### config.mk
export PLATFORM = sky130hd
export DESIGN_NAME = auth_regs
export DESIGN_NICKNAME = d
export VERILOG_FILES = /design/src/hdl/auth_regs_pkg.sv /design/src/hdl/sleep_timer.sv /design/src/hdl/auth_regs.sv
export VERILOG_INCLUDE_DIRS = /design/src /design/src/hdl
export SDC_FILE = /design/constraint.sdc
export NUM_CORES = 1
export LEC_CHECK = 0
export ABC_AREA = 1
export BUFFER_PORTS_ARGS = -buffer_cell sky130_fd_sc_hd__buf_2
export CAP_MARGIN = 30
export CORE_MARGIN = 2
export CORE_UTILIZATION = 50
export DETAILED_ROUTE_END_ITERATION = 10
export PLACE_DENSITY_LB_ADDON = 0.05
export SYNTH_ARGS = -nofsm -noshare
export SYNTH_HDL_FRONTEND = slang
export SYNTH_SLANG_ARGS = --single-unit
### constraint.sdc
create_clock -name clk -period 3.4 [get_ports clk]
set_input_delay 0.68 -clock clk [delete_from_list [all_inputs] [get_ports clk]]
set_output_delay 0.68 -clock clk [all_outputs]
set_load 0.05 [all_outputs]
### src/hdl/auth_regs_params.svh
// Offsets, field positions, reset values and timing counts for the auth register bank.
// Assumes a 250 MHz core clock; included by the package and the design modules.
`ifndef AUTH_REGS_PARAMS_SVH
`define AUTH_REGS_PARAMS_SVH

// --------------------------------------------------------------
// Address map: bank in [5:4], location in [3:0]
// --------------------------------------------------------------
`define ADDR_CONFIG          6'h00
`define ADDR_TRIM            6'h01
`define ADDR_SET_ONE_LO      6'h02
`define ADDR_SET_ONE_HI      6'h05
`define ADDR_SET_TWO_LO      6'h06
`define ADDR_SET_TWO_HI      6'h09
`define ADDR_SET_THREE_LO    6'h0A
`define ADDR_SET_THREE_HI    6'h0D
`define ADDR_MASTER_CONTROL  6'h10
`define ADDR_DEVICE_STATUS   6'h11
`define ADDR_SECRET_SELECT   6'h20

// --------------------------------------------------------------
// Field positions
// --------------------------------------------------------------
`define CFG_ADDR_HI          7
`define CFG_ADDR_LO          6
`define CFG_IRQ_BIT          3
`define CFG_SLEEP_BIT        2
`define CFG_LOCK_HI          1
`define CFG_LOCK_LO          0
`define CTL_ROM_IRQ_BIT      7
`define CTL_GLOBAL_IRQ_BIT   6
`define CTL_SLEEP_BIT        1
`define CTL_SOFT_RESET_TRIGGER_BIT         0
`define STS_ROM_PEND_BIT     7
`define STS_BUS_ERR_BIT      6
`define STS_ACC_ERR_BIT      5

// --------------------------------------------------------------
// Reset values
// --------------------------------------------------------------
`define COEF_SEL_RESET       2'h1
`define SEED_SEL_RESET       2'h2
`define SEL_INVALID          2'h0

// --------------------------------------------------------------
// Timing
// --------------------------------------------------------------
`define CLK_PERIOD_NS        4
`define SLEEP_IDLE_S         1
`define SLEEP_IDLE_CYCLES    ((`SLEEP_IDLE_S * 1000000000) / `CLK_PERIOD_NS)
`define SOFT_RESET_TRIGGER_SEQ_CYCLES      4
`define BREAK_PULSE_NS       40
`define BREAK_PULSE_CYCLES   (`BREAK_PULSE_NS / `CLK_PERIOD_NS)

`endif

### src/hdl/auth_regs_pkg.sv
// Types shared by the auth register bank.
// Assumes auth_regs_params.svh is on the include path.
`include "auth_regs_params.svh"

package auth_regs_pkg;

  typedef logic [7:0] byte_t;
  typedef logic [5:0] reg_addr_t;

  // Soft reset sequencer states
  typedef enum logic [1:0] {
    RST_IDLE,
    RST_RUN,
    RST_BREAK
  } soft_reset_trigger_state_e;

endpackage : auth_regs_pkg

### src/hdl/sleep_timer.sv
// Bus inactivity timer that requests sleep when auto-sleep is on.
// Assumes activity and clear are synchronous to clk.
`timescale 1ns/1ns
`include "auth_regs_params.svh"

module sleep_timer #(
  parameter int unsigned IDLE_CYCLES = `SLEEP_IDLE_CYCLES
) (
  input  wire logic clk,
  input  wire logic resetn,
  input  wire logic enable,
  input  wire logic activity,
  input  wire logic clear,
  output logic      expired
);

  logic [27:0] count_q;
  logic [27:0] count_d;
  logic        expired_q;
  logic        expired_d;

  // --------------------------------------------------------------
  // Idle counter
  // --------------------------------------------------------------
  // Any bus activity or a soft reset restarts the idle window
  always_comb begin
    count_d   = count_q;
    expired_d = 1'b0;
    if (!enable || activity || clear) begin
      count_d = 28'h0000000;
    end else if (count_q == 28'(IDLE_CYCLES - 1)) begin
      expired_d = 1'b1;
      count_d   = 28'h0000000;
    end else begin
      count_d = count_q + 28'h0000001;
    end
  end

  always_ff @(posedge clk or negedge resetn) begin
    if (!resetn) begin
      count_q   <= 28'h0000000;
      expired_q <= 1'b0;
    end else begin
      count_q   <= count_d;
      expired_q <= expired_d;
    end
  end

  assign expired = expired_q;

endmodule : sleep_timer

### src/hdl/auth_regs.sv
// Control, status and secret-selection register bank of the auth hash device.
// Assumes a bus front end on clk decodes frames into access strobes and events,
// and an OTP array that presents the config byte and the twelve secret bytes.
//
// How it works
// - Lock bit 1 blocks sets one, two
// - Lock bit 0 blocks set three
// - ROM irq enable reads one until locked
// - ROM pending flag raises interrupt when enabled
// - Global enable gates bus/access error interrupts
// - Auto-sleep after one idle second
// - Soft reset reloads config, then break pulse
// - Access during OTP write sets pending flag
// - Bus error events set bus error flag
// - Locked OTP write, trim access outside test mode set flag
// - Status read clears flags, writes ignored
// - Status shows device address setting
// - Status shows secret lockout bits
// - Address setting decodes chip-select field
// - Coefficient select field, reset one
// - Seed select field, reset two
`timescale 1ns/1ns
`include "auth_regs_params.svh"

module auth_regs
  import auth_regs_pkg::*;
#(
  parameter int unsigned SLEEP_CYCLES = `SLEEP_IDLE_CYCLES
) (
  input  wire logic                    clk,
  input  wire logic                    resetn,
  input  wire auth_regs_pkg::reg_addr_t acc_addr,
  input  wire logic                    acc_read,
  input  wire logic                    acc_write,
  input  wire auth_regs_pkg::byte_t    acc_wdata,
  input  wire logic                    frame_cs,
  input  wire logic                    bus_active,
  input  wire logic                    sleep_opcode,
  input  wire logic                    rom_busy,
  input  wire logic                    test_mode,
  input  wire logic                    ev_bad_pulse,
  input  wire logic                    ev_early_bus,
  input  wire logic                    ev_bad_count,
  input  wire logic                    ev_bad_auth,
  input  wire logic                    challenge_done,
  input  wire auth_regs_pkg::byte_t    otp_config,
  input  wire logic [95:0]             otp_secrets,
  output auth_regs_pkg::byte_t         rd_data,
  output logic                         rd_valid,
  output logic                         frame_selected,
  output logic                         otp_write_en,
  output logic [31:0]                  coef_secret,
  output logic [31:0]                  seed_secret,
  output logic                         irq,
  output logic                         break_pulse,
  output logic                         sleep_req
);

  // --------------------------------------------------------------
  // State
  // --------------------------------------------------------------
  logic        ctl_irq_q, ctl_irq_d;
  logic        ctl_sleep_q, ctl_sleep_d;
  logic        rom_irq_en_q, rom_irq_en_d;
  logic [1:0]  addr_set_q, addr_set_d;
  logic [1:0]  lock_q, lock_d;
  logic [2:0]  flags_q, flags_d;
  logic [1:0]  coef_sel_q, coef_sel_d;
  logic [1:0]  seed_sel_q, seed_sel_d;
  byte_t       rd_data_q, rd_data_d;
  logic        rd_valid_q, rd_valid_d;
  logic        sel_q, sel_d;
  logic        wr_en_q, wr_en_d;
  logic [31:0] coef_q, coef_d;
  logic [31:0] seed_q, seed_d;
  logic        irq_q, irq_d;
  logic        brk_q, brk_d;
  logic        load_q, load_d;
  soft_reset_trigger_state_e rst_state_q, rst_state_d;
  logic [3:0]  rst_cnt_q, rst_cnt_d;
  logic        sleep_hit;

  // --------------------------------------------------------------
  // Access qualification
  // --------------------------------------------------------------
  logic        in_set12, in_set3, locked_access, any_access;
  logic        set12_blocked, set3_blocked, trim_blocked, rom_area;
  byte_t       sec_byte;
  logic        soft_reset_trigger_req;

  assign any_access    = (acc_read || acc_write) && sel_q;
  assign in_set12      = acc_addr >= `ADDR_SET_ONE_LO && acc_addr <= `ADDR_SET_TWO_HI;
  assign in_set3       = acc_addr >= `ADDR_SET_THREE_LO && acc_addr <= `ADDR_SET_THREE_HI;
  assign rom_area      = acc_addr[5:4] == 2'h0;
  assign set12_blocked = in_set12 && lock_q[`CFG_LOCK_HI];
  assign set3_blocked  = in_set3 && lock_q[`CFG_LOCK_LO];
  assign locked_access = set12_blocked || set3_blocked;
  assign trim_blocked  = acc_addr == `ADDR_TRIM && !test_mode;
  assign soft_reset_trigger_req      = acc_write && sel_q && acc_addr == `ADDR_MASTER_CONTROL
                         && acc_wdata[`CTL_SOFT_RESET_TRIGGER_BIT];
  assign sec_byte      = otp_secrets[8 * (acc_addr[3:0] - 4'h2) +: 8];

  // Pick one of three 32-bit sets; code zero yields all zeros
  function automatic logic [31:0] pick_set(input logic [1:0] code, input logic [95:0] s);
    logic [31:0] r;
    r = 32'h00000000;
    unique case (code)
      2'h1: r = s[31:0];
      2'h2: r = s[63:32];
      2'h3: r = s[95:64];
      2'h0: r = 32'h00000000;
    endcase
    return r;
  endfunction : pick_set

  // --------------------------------------------------------------
  // Soft reset sequencer
  // --------------------------------------------------------------
  // Reload waits a few cycles so the OTP config settles before the break
  always_comb begin
    rst_state_d = rst_state_q;
    rst_cnt_d   = rst_cnt_q;
    brk_d       = 1'b0;
    load_d      = 1'b0;
    unique case (rst_state_q)
      RST_IDLE: begin
        if (soft_reset_trigger_req) begin
          rst_state_d = RST_RUN;
          rst_cnt_d   = 4'(`SOFT_RESET_TRIGGER_SEQ_CYCLES - 1);
        end
      end
      RST_RUN: begin
        if (rst_cnt_q == 4'h0) begin
          load_d      = 1'b1;
          rst_state_d = RST_BREAK;
          rst_cnt_d   = 4'(`BREAK_PULSE_CYCLES - 1);
        end else begin
          rst_cnt_d = rst_cnt_q - 4'h1;
        end
      end
      RST_BREAK: begin
        brk_d = 1'b1;
        if (rst_cnt_q == 4'h0) begin
          rst_state_d = RST_IDLE;
        end else begin
          rst_cnt_d = rst_cnt_q - 4'h1;
        end
      end
    endcase
  end

  always_ff @(posedge clk or negedge resetn) begin
    if (!resetn) begin
      rst_state_q <= RST_RUN;
      rst_cnt_q   <= 4'h0;
      brk_q       <= 1'b0;
      load_q      <= 1'b0;
    end else begin
      rst_state_q <= rst_state_d;
      rst_cnt_q   <= rst_cnt_d;
      brk_q       <= brk_d;
      load_q      <= load_d;
    end
  end

  // --------------------------------------------------------------
  // Registers, flags, read path
  // --------------------------------------------------------------
  // Config is caught by a clocked load after reset, never by the reset itself
  always_comb begin
    ctl_irq_d    = ctl_irq_q;
    ctl_sleep_d  = ctl_sleep_q;
    rom_irq_en_d = rom_irq_en_q;
    addr_set_d   = addr_set_q;
    lock_d       = lock_q;
    flags_d      = flags_q;
    coef_sel_d   = coef_sel_q;
    seed_sel_d   = seed_sel_q;
    rd_data_d    = 8'h00;
    rd_valid_d   = 1'b0;
    if (load_q) begin
      ctl_irq_d    = otp_config[`CFG_IRQ_BIT];
      ctl_sleep_d  = otp_config[`CFG_SLEEP_BIT];
      addr_set_d   = otp_config[`CFG_ADDR_HI:`CFG_ADDR_LO];
      lock_d       = otp_config[`CFG_LOCK_HI:`CFG_LOCK_LO];
      rom_irq_en_d = otp_config[`CFG_LOCK_HI:`CFG_LOCK_LO] == 2'h0;
      flags_d      = 3'h0;
      coef_sel_d   = `COEF_SEL_RESET;
      seed_sel_d   = `SEED_SEL_RESET;
    end else begin
      // Read clears first so a same-cycle event still lands
      if (acc_read && sel_q && acc_addr == `ADDR_DEVICE_STATUS) begin
        flags_d = 3'h0;
      end
      if (acc_write && sel_q) begin
        unique case (acc_addr)
          `ADDR_MASTER_CONTROL: begin
            ctl_irq_d   = acc_wdata[`CTL_GLOBAL_IRQ_BIT];
            ctl_sleep_d = acc_wdata[`CTL_SLEEP_BIT];
          end
          `ADDR_SECRET_SELECT: begin
            coef_sel_d = acc_wdata[3:2];
            seed_sel_d = acc_wdata[1:0];
          end
          default: ;
        endcase
      end
      if (any_access && rom_busy) begin
        flags_d[2] = 1'b1;
      end
      if (ev_bad_pulse || ev_early_bus || ev_bad_count || ev_bad_auth
          || (acc_read && sel_q && locked_access)
          || (challenge_done && (coef_sel_q == `SEL_INVALID
                                 || seed_sel_q == `SEL_INVALID))) begin
        flags_d[1] = 1'b1;
      end
      if ((acc_write && sel_q && rom_area && lock_q != 2'h0)
          || (any_access && acc_addr == `ADDR_TRIM && trim_blocked)) begin
        flags_d[0] = 1'b1;
      end
      if (acc_read && sel_q) begin
        rd_valid_d = 1'b1;
        if (acc_addr == `ADDR_CONFIG) begin
          rd_data_d = otp_config;
        end else if ((in_set12 || in_set3) && !locked_access) begin
          rd_data_d = sec_byte;
        end else if (acc_addr == `ADDR_MASTER_CONTROL) begin
          rd_data_d = {rom_irq_en_q, ctl_irq_q, 4'h0, ctl_sleep_q, 1'b0};
        end else if (acc_addr == `ADDR_DEVICE_STATUS) begin
          rd_data_d = {flags_q, 1'b0, addr_set_q, lock_q};
        end else if (acc_addr == `ADDR_SECRET_SELECT) begin
          rd_data_d = {4'h0, coef_sel_q, seed_sel_q};
        end
      end
    end
  end

  always_ff @(posedge clk or negedge resetn) begin
    if (!resetn) begin
      ctl_irq_q    <= 1'b0;
      ctl_sleep_q  <= 1'b0;
      rom_irq_en_q <= 1'b0;
      addr_set_q   <= 2'h0;
      lock_q       <= 2'h0;
      flags_q      <= 3'h0;
      coef_sel_q   <= `COEF_SEL_RESET;
      seed_sel_q   <= `SEED_SEL_RESET;
      rd_data_q    <= 8'h00;
      rd_valid_q   <= 1'b0;
    end else begin
      ctl_irq_q    <= ctl_irq_d;
      ctl_sleep_q  <= ctl_sleep_d;
      rom_irq_en_q <= rom_irq_en_d;
      addr_set_q   <= addr_set_d;
      lock_q       <= lock_d;
      flags_q      <= flags_d;
      coef_sel_q   <= coef_sel_d;
      seed_sel_q   <= seed_sel_d;
      rd_data_q    <= rd_data_d;
      rd_valid_q   <= rd_valid_d;
    end
  end

  // --------------------------------------------------------------
  // Decode, write gate, hash feed, interrupt
  // --------------------------------------------------------------
  // Interrupt fires on a rising flag, not while it merely stands
  always_comb begin
    unique case (addr_set_q)
      2'h0:    sel_d = !frame_cs;
      2'h3:    sel_d = frame_cs;
      default: sel_d = 1'b1;
    endcase
    wr_en_d = acc_write && sel_q && (in_set12 || in_set3 || acc_addr == `ADDR_CONFIG)
              && lock_q == 2'h0 && !rom_busy;
    coef_d  = pick_set(coef_sel_q, otp_secrets);
    seed_d  = pick_set(seed_sel_q, otp_secrets);
    irq_d   = (rom_irq_en_q && flags_d[2] && !flags_q[2])
              || (ctl_irq_q && ((flags_d[1] && !flags_q[1])
                                || (flags_d[0] && !flags_q[0])));
  end

  always_ff @(posedge clk or negedge resetn) begin
    if (!resetn) begin
      sel_q   <= 1'b0;
      wr_en_q <= 1'b0;
      coef_q  <= 32'h00000000;
      seed_q  <= 32'h00000000;
      irq_q   <= 1'b0;
    end else begin
      sel_q   <= sel_d;
      wr_en_q <= wr_en_d;
      coef_q  <= coef_d;
      seed_q  <= seed_d;
      irq_q   <= irq_d;
    end
  end

  // Idle timer; cleared by the soft reset reload, while the sleep opcode requests sleep directly
  sleep_timer #(
    .IDLE_CYCLES (SLEEP_CYCLES)
  ) u_sleep_timer (
    .clk      (clk),
    .resetn   (resetn),
    .enable   (ctl_sleep_q),
    .activity (bus_active),
    .clear    (load_q),
    .expired  (sleep_hit)
  );

  logic sleep_q, sleep_d;
  assign sleep_d = sleep_hit || sleep_opcode;

  always_ff @(posedge clk or negedge resetn) begin
    if (!resetn) begin
      sleep_q <= 1'b0;
    end else begin
      sleep_q <= sleep_d;
    end
  end

  assign rd_data        = rd_data_q;
  assign rd_valid       = rd_valid_q;
  assign frame_selected = sel_q;
  assign otp_write_en   = wr_en_q;
  assign coef_secret    = coef_q;
  assign seed_secret    = seed_q;
  assign irq            = irq_q;
  assign break_pulse    = brk_q;
  assign sleep_req      = sleep_q;

endmodule : auth_regs

Word level (Yosys, flattened, before mapping):

Index checks and enable logic that the tools add are counted.

* flip-flop bits (word level): 128
* input bits: 132
* word-level logic and storage cells: 160

* magnitude comparators: 4
* reduce and logical (&&, ||, !) cells: 68
* equal/unequal tests: 18
* multiplexer cells: 44
* add/subtract/negate cells: 3
* shifts and indexed selects: 1

Operators by type and width (number)
* $pmux W32 S4: 2
* $shiftx A96 B33 Y8: 1
* $mux W28: 2
* $mux W8: 6
* $add A28 B1 Y28 const B: 1
* $eq A28 B28 Y1 const B: 1
* $logic_and A1 B1 Y1: 27
* $mux W2: 9
* $logic_or A1 B1 Y1: 16
* $mux W1: 16
* $mux W4: 4
* $logic_not A2 Y1: 7
* $eq A2 B2 Y1 const B: 6
* $eq A6 B5 Y1 const B: 2
* $le A6 B4 Y1 const B: 2
* $pmux W4 S3: 1
* $logic_not A1 Y1: 8
* $ne A2 B2 Y1 const B: 4
* $reduce_bool A2 Y1: 4
* $eq A2 B1 Y1 const B: 3
* $eq A6 B1 Y1 const B: 1
* $eq A6 B6 Y1 const B: 1
* $ge A6 B2 Y1 const B: 1
* $ge A6 B4 Y1 const B: 1
* 9 further kinds: 12

Longest topological paths before layout:

Gate-level depths: netlist (run 1).

* word-level depth: 13
* mapped depth: 14
* mapped depth without buffers: 12

Modules after synthesis:

Synthesis (run 1) repeated with hierarchy kept, for this count alone.

* cell total of the unflattened synthesis: 1040
* area, all modules: 7529.7 sq um

By module, submodules not included
* auth_regs: cells an instance 794, times used 1, area an instance 5736.8 sq um, sequential area each 2481.1 sq um
* sleep_timer: cells an instance 246, times used 1, area an instance 1793.0 sq um, sequential area each 725.7 sq um

Worst setup path after synthesis (run 1):

No wires, ideal clock.

* path type: input-to-reg
* start: input port acc_addr[1]
* end: register rd_data_q[1] (netlist: rd_data[1])
* buffers on the path: 4
* slack: 1012 ps
* arrival: 2275 ps
* stages on the path: 14
* setup time: 113 ps
* data required time: 3287 ps
* path through: buf_6 > inv_2 > buf_2 > buf_6 > ha_1 > buf_2 > nor2_1 > nand2_1 > a21oi_1 > a21oi_1 > nand3_1 > nand3_1 > nand2_1 > inv_1

* cells in the longest elaborated chain, start to end: 10

Ends and longest elaborated chain
* start, declared: line auth_regs.sv:32 `input wire auth_regs_pkg::reg_addr_t acc_addr,`
* branches (longest 7 deep; another with $sub A4 B2 Y5)
* $mux W8 (*): line auth_regs.sv:223 `` if (acc_addr == `ADDR_CONFIG) begin ``
* $mux W8 (*): line auth_regs.sv:221 `if (acc_read && sel_q) begin`
* $mux W8 (*): line auth_regs.sv:181 `if (load_q) begin`
* via rd_data_d[1]: line auth_regs.sv:70 `byte_t rd_data_q, rd_data_d;`
* end signal, assigned: line auth_regs.sv:259 `rd_data_q <= rd_data_d;`
* end, declared: line auth_regs.sv:70

Mark *: on every way through the listed nets, which the timed path passes.
A chain may end at the register's enable or synchronous reset.

Worst setup path after layout (run 1):

* start: input port acc_addr[2]
* end: register rd_data_q[1] (netlist: rd_data[1])

The elaborated chain is that of the path after synthesis.

==> results of run 1 <==
## cell type report
class                           instances  area [um^2]
Clock buffer                           18          439
Inverter                               91          344
Antenna cell                            2         5.00
Multi-Input combinational cell        794         3820
Timing Repair Buffer                  221         1200
Sequential cell                       128         3210
Tap cell                              184          230
Clock inverter                         14          180
Fill cell                            1331         5220
## cells in the final DEF, fill, tap and decap left out, types with 3 or more instances in the layout
cell       count
clkinv_4       5
nor3_2         5
o211ai_1      17
ha_1          10
a21oi_1       34
dfrtp_1      125
clkbuf_16     17
nand4_1       14
nor2_2         7
inv_2         11
buf_2        205
o22ai_1        4
nand3_1      119
nor3_4         3
nor2_1        76
nand2_1      391
o21ai_0       38
nand3b_1       5
inv_1         79
nor3_1        18
nor2_4         4
xor2_1        15
o21ai_1        6
buf_4         12
dfstp_2        3
bufinv_16      3
nand2_2        7
## stage by stage
stage	hold slack (ns)	worst slack, ns	instance area (um^2)	utilization
floorplan	0.384	1.01	7540	-
global placement	0.416	0.871	8740	0.597
detailed placement	0.420	0.849	8800	0.601
CTS	0.314	1.28	9420	0.644
global route	0.353	1.09	9430	0.644
finish	0.302	1.19	9430	0.644
## state kept, by name (all words and copies together), names as in the netlist, 2 cells and up
name                   count
coef_sel_q                 2
rst_cnt_q                  4
rst_state_q                2
seed_secret               32
flags_q                    3
rd_data                    8
u_sleep_timer.count_q     28
coef_secret               32
lock_q                     2
seed_sel_q                 2
addr_set_q                 2
## cells by family after synthesis
family | share of synthesized area
XOR/XNOR | 0.0207
AO/OA/AOI/OAI | 0.0839
flip-flops | 0.425
buffers and inverters | 0.0698
adder cells (fa/ha/maj) | 0.0166
AND/OR/NAND/NOR | 0.384
## power groups by stage
stage | Sequential (uW) | Combinational, uW | Clock (uW)
floorplan | 3420 | 1100 | 0
global placement | 2220 | 3170 | 0
detailed placement | 2220 | 3240 | 0
CTS | 2200 | 3260 | 1940
global route | 2240 | 3510 | 2020
finish | 2200 | 3270 | 1920
## worst paths after layout
| check | endpoint | startpoint | slack, ns |
|---|---|---|---|
| max | rd_data[1] | acc_addr[2] | 1.19 |
| min | coef_secret[17] | resetn | 0.30 |
| max reg2reg | u_sleep_timer.count_q[13] | u_sleep_timer.count_q[0] | 1.44 |
| min reg2reg | sleep_req | u_sleep_timer.expired | 0.44 |
| max in group asynchronous | rst_state_q[0] | resetn | 2.32 |
| min in group clk | sleep_req | u_sleep_timer.expired | 0.44 |
## metal layers
layer,wire [um],global-route usage,part of all wire,vias to the layer above
met4,441,0.0808,0.018,2
met3,2290,0.0844,0.095,37
li1,-,-,-,3801
met5,13,0,0.00054,-
met1,10400,0.416,0.43,3658
met2,11000,0.487,0.46,387
## worst register-to-register path, cell delays in order, from the launching register on
cell and delay [ns]:
dfrtp_1 0.38, ha_1 0.24, inv_1 0.10, nor3_4 0.24, nand2_2 0.14, nor2_1 0.22, nand3_1 0.23, nand2_2 0.23
nor2_1 0.08
==> impl_metrics.py, run 1 <==
metrics = {
    "run_status": {
        "status": "finished, final reports clean",
    },
    "worst_hold_path": {
        "hold_path_class": "input port to async pin",
    },
    "run": {
        "cap_viol_max_count": 0,
    },
    "synth": {
        "synthTopCellsByArea": "dfrtp_1 (41%), nand2_1 (19%), nand3_1 (7.9%), nor2_1 (4.0%), inv_1 (3.9%)",
        "synth_common_cells": "nand2_1 (391), dfrtp_1 (125), nand3_1 (119), nor2_1 (80), inv_1 (79)",
        "syn_avg_cell_area_um2": 7.19,
        "synth_area_um2": 7540,
        "synth.most_common_cell": "nand2_1",
        "synth_top_area_frac": 0.415,
        "yosysWarnings": 0,
        "yosysTopAreaCell": "dfrtp_1",
        "syn-num-nets": 1191,
        "netlist_instances": 1049,
        "seq_area_frac_synth": 0.425,
        "ys_async_sr_fraction": 1.00,
        "synth_enable_flop_cells": 0,
        "ys_types": 42,
        "synthFlopType": "dfrtp_1",
        "synth_seq_cells": 128,
    },
    "clock_tree": {
        "cts.reportedPaths.clkPinSlew_ns": 0.06,
        "cts_max_level": 4,
        "root_buffer": "clkbuf_16",
        "clkSinkCount": 128,
        "cts_buffer_depth": 2,
        "post_cts_resize_count": 0,
        "cts_tree": "built",
        "cts_buffers": 17,
        "cts_setup_buffers": 0,
        "hold_buffers": 0,
        "clock_latency_ns": 0.42,
    },
    "floorplanning": {
        "die_h_um": 127,
        "dieArea_um2": 16100,
        "initial_core_util": 0.515,
        "ioPinCount": 210,
        "row_count": 44,
        "core_um2": 14600,
        "die_w_um": 127,
    },
    "route": {
        "routed_wl_mm": 24.1,
        "ant_nets": 0,
        "vias_per_cell": 5.43,
        "num_vias": 7885,
        "drt_iter0_drc": 742,
        "first_pass_iters": 5,
        "wire_per_inst_um": 16.6,
        "drc": 0,
    },
    "power_and_ir_drop": {
        "p_clk_frac": 0.260,
        "vdd_ir_drop_max_mv": 0.478,
        "comb_power_share": 0.443,
        "power.density_nw_per_um2": 783,
        "p_switching_uw": 3420,
        "power_uw": 7380,
        "swShare": 0.463,
        "static-leakage-power_uw": 0.00472,
        "pwr-share-seq": 0.298,
        "p_int_uw": 3960,
    },
    "layout": {
        "area_growth_pct": 25.0,
        "final_nets": 1395,
        "stdcell_count": 1452,
        "drive_above_1_share": 0.242,
    },
    "timing": {
        "tns_ns": 0,
        "tightest_slew_ns": 0.698,
        "setup-violations-final": 0,
        "fin_worst_skew_ns": 0.00559,
        "relSlewSlack": 0.535,
        "fin_crit_sh": 0.651,
        "hold_viol_final": 0,
        "grt_setup_unrepaired": "no",
        "layout_min_cycle_time_ns": 2.21,
        "max_freq_mhz": 452,
        "drv_slew": 0,
    },
    "setup_path": {
        "reg2reg_depth": 8,
        "critPathRequiredTime_ns": 3.76,
        "path_max_fanout": 10,
        "critPathSlowestCell": "xnor2_2",
        "cp_slowest_stage_delay_ns": 0.51,
        "endpoint_kind": "flip-flop",
        "path_buf_inv": 4,
        "path_cells": "buf_2 > inv_1 > ha_1 > xnor2_2 > inv_4 > nor2_4 > nand2_1 > nand2_1 > nand3_1 > nand3_1 > nand2_1 > inv_1",
        "startpoint_type": "input port",
        "worstSetupPathType": "input port to flip-flop",
        "crit_top_cell": "nand2_1",
        "crit_cells": 12,
        "cp.arrival_ns": 2.58,
        "cp_top_family": "simple AND/OR/NAND/NOR gates",
    },
    "grt": {
        "grtUsageTotal": 0.306,
        "grt_pass1_wl_mm": 38.8,
        "grt_max_degree": 53,
        "overflow": 0,
        "grt_pass1_vias": 7485,
        "antenna_found_initial": 4,
    },
    "place": {
        "dp_cells": 1418,
        "place.gp.congestion": 0.910,
        "dpl.hpwl_mm": 17.9,
        "port_buffers": 206,
    },
}
No activity file was read; power rests on OpenSTA's default activity.
==> run 2: changes to the inputs <==
Clock period 3.4 ns to 2.3 ns, I/O delays scaled along.
==> run 2 against run 1 <==
Compared with the run above: clock-buffer cell count decreased by 1; largest power group unchanged; first-iteration DRC count unchanged; cell count up 0.28%; critical path depth down 4; die area unchanged; non-clock buffer count up 3; sequential share of layout area is 0.095 points higher; critical endpoint is now u_sleep_timer.count_q[13]; via count fell by 0.72%; combinational power increased by 46%.
==> impl_metrics.py, run 2 (synthesis results as in run 1) <==
metrics = {
    "clock_tree": {
        "post_cts_resize_count": 0,
        "cts_buffers": 17,
        "hold_buffers": 0,
        "cts_setup_buffers": 0,
        "cts.reportedPaths.clkPinSlew_ns": 0.06,
        "clock_latency_ns": 0.43,
        "cts_max_level": 4,
        "cts_buffer_depth": 2,
        "clkSinkCount": 128,
        "root_buffer": "clkbuf_16",
        "cts_tree": "built",
    },
    "layout": {
        "area_growth_pct": 24.6,
        "seqCellArea_um2": 3210,
        "fillers": 1387,
        "mostFrequentLayoutCells": "nand2_1 (391), buf_2 (205), dfrtp_1 (125)",
        "final_design_area_no_fill_um2": 9400,
        "multi_input_area_um2": 3820,
        "drive_above_1_share": 0.243,
        "final_nets": 1398,
        "final_common_cell": "nand2_1",
    },
    "run_status": {
        "status": "finished, final reports clean",
    },
    "timing": {
        "layout_min_cycle_time_ns": 1.90,
        "drv_slew": 0,
        "fin_crit_sh": 0.826,
        "grt_setup_unrepaired": "no",
        "hold_viol_final": 0,
        "tns_ns": 0,
        "max_freq_mhz": 527,
        "relSlewSlack": 0.702,
        "fin_worst_skew_ns": 0.0106,
        "tightest_slew_ns": 0.444,
        "setup-violations-final": 0,
    },
    "grt": {
        "grt_max_degree": 79,
        "grt_pass1_vias": 7445,
        "overflow": 0,
        "antenna_found_initial": 4,
        "met2_usage": 0.476,
        "grt_util_met1": 0.430,
        "grt-busiest-layer": "met2",
        "grt_pass1_wl_mm": 39.0,
        "grt_use_met3": 0.0772,
        "grtUsageTotal": 0.308,
    },
    "place": {
        "dpl.hpwl_mm": 17.8,
        "dpl_cell_area_um2": 8810,
        "place.gp.congestion": 0.939,
        "port_buffers": 206,
    },
    "setup_path": {
        "startpoint_type": "flip-flop",
        "worstSetupPathType": "flip-flop to flip-flop",
        "worstReg2RegEnd": "u_sleep_timer.count_q[13]",
        "rr_startpoint": "u_sleep_timer.count_q[0]",
        "path_max_fanout": 8,
        "cp.arrival_ns": 2.21,
        "critPathRequiredTime_ns": 2.61,
        "reg2reg_depth": 8,
        "r2r_setup_slack_ns": 0.40,
        "endpoint_kind": "flip-flop",
    },
    "power_and_ir_drop": {
        "pwr-share-seq": 0.302,
        "static-leakage-power_uw": 0.00471,
        "vdd_ir_drop_max_mv": 0.669,
        "swShare": 0.470,
        "power.density_nw_per_um2": 1140,
        "p_switching_uw": 5050,
        "p_clk_frac": 0.254,
        "comb_power_share": 0.444,
        "p_int_uw": 5700,
    },
    "worst_hold_path": {
        "hold_path_class": "input port to async pin",
    },
    "route": {
        "routed_wl_mm": 23.9,
        "ant_nets": 0,
        "drt_iter0_drc": 742,
        "wire_per_inst_um": 16.4,
        "num_vias": 7828,
        "drc": 0,
        "first_pass_iters": 5,
        "vias_per_cell": 5.38,
    },
    "floorplanning": {
        "die_w_um": 127,
        "core_um2": 14600,
        "initial_core_util": 0.515,
        "row_count": 44,
        "die_h_um": 127,
        "dieArea_um2": 16100,
        "ioPinCount": 210,
    },
    "run": {
        "cap_viol_max_count": 0,
    },
}
-- run 2: cell types whose count changed in the layout (fill, tap and decap cells not counted) --
cell and delta:
buf_4 +4, diode_2 +1, buf_6 -1, clkinv_2 +1
buf_16 -2, inv_6 +1, buf_12 +2, clkbuf_8 -1
clkinvlp_4 +2, clkinv_4 -2, bufinv_16 -1
-- run 2: per-layer routing --
metal  vias to the layer above  share of wire
li1                       3801              -
met5                         -              0
met2                       395           0.45
met4                         0          0.020
met1                      3595           0.44
met3                        37          0.092
-- run 2: power groups by stage --
stage / combinational [uW] / sequential, uW / clock (uW)
5_1_grt: 5170 / 3310 / 2840
3_5_place_dp: 4780 / 3280 / 0
6_report: 4780 / 3250 / 2730
2_1_floorplan: 1620 / 5050 / 0
4_1_cts: 4790 / 3250 / 2750
3_3_place_gp: 4740 / 3270 / 0
-- run 2: through the flow --
step           worst slack [ns]  cells  hold slack [ns]   util  total power [uW]
2_1_floorplan             0.132   1049            0.164      -              6680
3_3_place_gp              0.255   1421            0.414  0.602              8010
3_5_place_dp              0.233   1421            0.419  0.602              8060
4_1_cts                   0.401   1453           0.0354  0.642             10800
5_1_grt                   0.187   1454           0.0425  0.642             11300
6_report                  0.401   1456           0.0185  0.642             10800
-- run 2: how the worst max path moves through the flow --
| stage | start | endpoint | slack, ns | cells past startpoint |
|---|---|---|---|---|
| 2_1_floorplan | acc_addr[1] | rd_data[1] | 0.13 | 14 |
| 3_3_place_gp | acc_addr[1] | rd_data[2] | 0.26 | 10 |
| 3_5_place_dp | acc_addr[1] | rd_data[2] | 0.23 | 10 |
| 4_1_cts | u_sleep_timer.count_q[0] | u_sleep_timer.count_q[13] | 0.40 | 8 |
| 5_1_grt | u_sleep_timer.count_q[0] | u_sleep_timer.count_q[5] | 0.19 | 8 |
| 6_report | u_sleep_timer.count_q[0] | u_sleep_timer.count_q[13] | 0.40 | 8 |
-- run 2: critical path, cell delays in order, from the launching register on --
cell,delay (ns)
dfrtp_1,0.37
ha_1,0.24
inv_1,0.09
nor3_4,0.25
nand2_2,0.14
nor2_1,0.20
nand3_1,0.19
nand2_2,0.23
nor2_1,0.07
-- run 2: final cells by class --
class / instances / share of cell area
flip-flops and latches: 128 / 0.341
clock inverters: 15 / 0.0172
clock buffers: 17 / 0.0452
repair buffers: 224 / 0.128
diodes: 3 / 0.000798
well taps: 184 / 0.0245
multi-input cells: 794 / 0.406
inverters: 91 / 0.0366
==> run 3: changes to the inputs <==
Settings changed: ABC_AREA 1 to 0.
Clock period 2.3 ns to 1.8 ns, I/O delays scaled along.
==> run 3 against run 2 <==
Compared with the run above: global-route usage fell by 2.1 points; via count fell by 16%; highest routed layer unchanged; critical path type unchanged; synthesized area fell by 4.2%; critical endpoint is now u_sleep_timer.count_q[23]; clock power rose by 32%.
==> impl_metrics.py, run 3 <==
metrics = {
    "power_and_ir_drop": {
        "vdd_ir_drop_max_mv": 0.823,
        "power.density_nw_per_um2": 1450,
        "static-leakage-power_uw": 0.00472,
    },
    "layout": {
        "fillers": 1075,
        "drive_above_1_share": 0.455,
        "utilization": 0.694,
        "mostFrequentLayoutCells": "buf_2 (205), dfrtp_1 (125), buf_4 (72)",
        "final_nets": 1070,
        "final_common_cell": "buf_2",
        "n_antenna_cell": 0,
        "area_growth_pct": 34.2,
        "final_design_area_no_fill_um2": 9700,
    },
    "floorplanning": {
        "die_h_um": 124,
        "initial_core_util": 0.517,
        "core_um2": 14000,
        "row_count": 43,
        "die_w_um": 124,
        "dieArea_um2": 15400,
        "ioPinCount": 210,
    },
    "grt": {
        "grtUsageTotal": 0.287,
        "grt_pass1_vias": 6733,
        "grt_max_degree": 53,
        "overflow": 0,
        "antenna_found_initial": 0,
        "grt_pass1_wl_mm": 35.4,
    },
    "place": {
        "port_buffers": 206,
        "dpl.hpwl_mm": 16.1,
        "dp_slack_ns": -0.325,
        "place.gp.congestion": 0.916,
        "dpl_cell_area_um2": 8980,
    },
    "synth": {
        "yosysTopAreaCell": "dfrtp_1",
        "ys_async_sr_fraction": 1.00,
        "ys_types": 62,
        "yosysWarnings": 0,
        "synth_enable_flop_cells": 0,
        "synth_top_area_frac": 0.433,
        "synth.most_common_cell": "dfrtp_1",
        "netlist_instances": 666,
        "synthTopCellsByArea": "dfrtp_1 (43%), mux2_2 (10%), a22o_1 (8.6%), mux2i_1 (4.2%), mux4_2 (3.4%)",
        "syn-num-nets": 808,
        "synthFlopType": "dfrtp_1",
        "synth_area_um2": 7230,
        "syn_avg_cell_area_um2": 10.9,
        "synth_seq_cells": 128,
        "synth_common_cells": "dfrtp_1 (125), a22o_1 (71), mux2_2 (67), nor2_1 (55), nand2_1 (40)",
        "seq_area_frac_synth": 0.444,
    },
    "route": {
        "drt_iter0_drc": 592,
        "first_pass_iters": 5,
        "routed_wl_mm": 22.0,
        "wire_per_inst_um": 19.6,
        "ant_nets": 0,
        "vias_per_cell": 5.88,
        "drc": 0,
        "num_vias": 6586,
    },
    "setup_path": {
        "reg2reg_depth": 6,
        "path_max_fanout": 7,
        "startpoint_type": "flip-flop",
        "cp.arrival_ns": 2.09,
        "worstSetupPathType": "flip-flop to flip-flop",
        "endpoint_kind": "flip-flop",
        "critPathRequiredTime_ns": 2.09,
    },
    "timing": {
        "setup-violations-final": 0,
        "tightest_slew_ns": 0.542,
        "relSlewSlack": 0.637,
        "timing.final.ws_setup_ns": 0.00864,
        "drv_slew": 0,
        "max_freq_mhz": 558,
        "grt_setup_unrepaired": "yes",
        "layout_min_cycle_time_ns": 1.79,
        "fin_crit_sh": 0.995,
        "fin_worst_skew_ns": 0.00917,
        "hold_viol_final": 0,
    },
    "worst_hold_path": {
        "hold_path_class": "input port to flip-flop",
        "min_delay_path_depth": 2,
    },
    "clock_tree": {
        "root_buffer": "clkbuf_16",
        "cts_tree": "built",
        "cts_buffer_depth": 2,
        "cts_max_level": 4,
        "cts.reportedPaths.clkPinSlew_ns": 0.06,
        "clkSinkCount": 128,
        "clock_latency_ns": 0.41,
        "cts_buffers": 17,
    },
    "run_status": {
        "status": "finished, final reports clean",
    },
    "run": {
        "cap_viol_max_count": 0,
    },
}
-- run 3: cell types whose count changed after synthesis, moves of 19 or more --
| cell | before | now |
|---|---|---|
| a22o_1 | 0 | 71 |
| inv_1 | 79 | 16 |
| mux2_2 | 0 | 67 |
| mux2i_1 | 0 | 30 |
| nand2_1 | 391 | 40 |
| nand3_1 | 119 | 13 |
| nor2_1 | 80 | 55 |
| o21ai_0 | 38 | 19 |
-- run 3: cell families (layout without fill, tap and decap cells) --
| group | Yosys count | after routing | share of synthesized area |
|---|---|---|---|
| and+or+nand+nor | 177 | 177 | 0.121 |
| adders and majority gates | 10 | 10 | 0.0173 |
| buffers and inverters | 60 | 335 | 0.0393 |
| DFF | 128 | 128 | 0.444 |
| xor gates and xnor gates | 26 | 26 | 0.0315 |
| muxes | 108 | 108 | 0.180 |
| AOI/OAI and AO/OA | 157 | 157 | 0.167 |
-- run 3: worst paths after layout --
check                                                from                   endpoint  slack [ns]
worst max-delay path            u_sleep_timer.count_q[23]  u_sleep_timer.count_q[23]       0.009
worst min-delay path                             rom_busy               otp_write_en        0.14
worst max register to register  u_sleep_timer.count_q[23]  u_sleep_timer.count_q[23]       0.009
worst min register to register      u_sleep_timer.expired                  sleep_req        0.46
max in group asynchronous                          resetn             rst_state_q[0]        0.80
min in group asynchronous                          resetn                 rd_data[4]        0.40
-- run 3: per-stage QoR --
| step | power (uW) | setup TNS [ns] | std cells | hold WS (ns) |
|---|---|---|---|---|
| 6_report | 14000 | 0 | 1121 | 0.144 |
| 5_1_grt | 14700 | -0.846 | 1121 | 0.125 |
| 4_1_cts | 14000 | -0.0110 | 1117 | 0.128 |
| 3_5_place_dp | 10400 | -3.42 | 1084 | 0.282 |
| 3_3_place_gp | 10300 | -2.78 | 1084 | 0.278 |
| 2_1_floorplan | 8540 | -0.534 | 666 | 0.0644 |
-- run 3: timing repair --
item,in CTS,in global routing
pin swaps,0,4
hold buffers,1,0
endpoints found under the setup margin,24,28
setup buffers,0,4
resized for setup,1,16
hold endpoints to repair,13,0
-- run 3: where the power goes --
| part | internal, uW | switching (uW) |
|---|---|---|
| logic | 2170 | 4170 |
| clock network | 2350 | 1260 |
| registers | 3680 | 420 |
| total | 8190 | 5840 |
-- run 3: metal layers --
metal | GRT usage | vias to the layer above | share of wire | routed length [um]
met5 | 0 | - | 0 | 0
met4 | 0.0925 | 0 | 0.019 | 420
met3 | 0.0615 | 34 | 0.069 | 1520
met2 | 0.461 | 307 | 0.49 | 10700
met1 | 0.392 | 3236 | 0.43 | 9370
li1 | - | 3009 | - | -
-- run 3: worst max-delay path, stage by stage, from the launching register on --
cell and delay (ns):
dfrtp_1 0.37, nand3_2 0.10, or4_4 0.53, or2_4 0.26, o21bai_4 0.16, buf_6 0.19
nor2_2 0.06
-- run 3: area by class of cell --
type / count / area [um^2] / share of cell area
multi-input combinational: 478 / 3850 / 0.396
sequential: 128 / 3210 / 0.331
timing repair buffer: 287 / 1750 / 0.180
clock buffer: 22 / 454 / 0.0468
clock inverter: 10 / 161 / 0.0166
tap: 180 / 225 / 0.0232
inverter: 16 / 60.1 / 0.00619
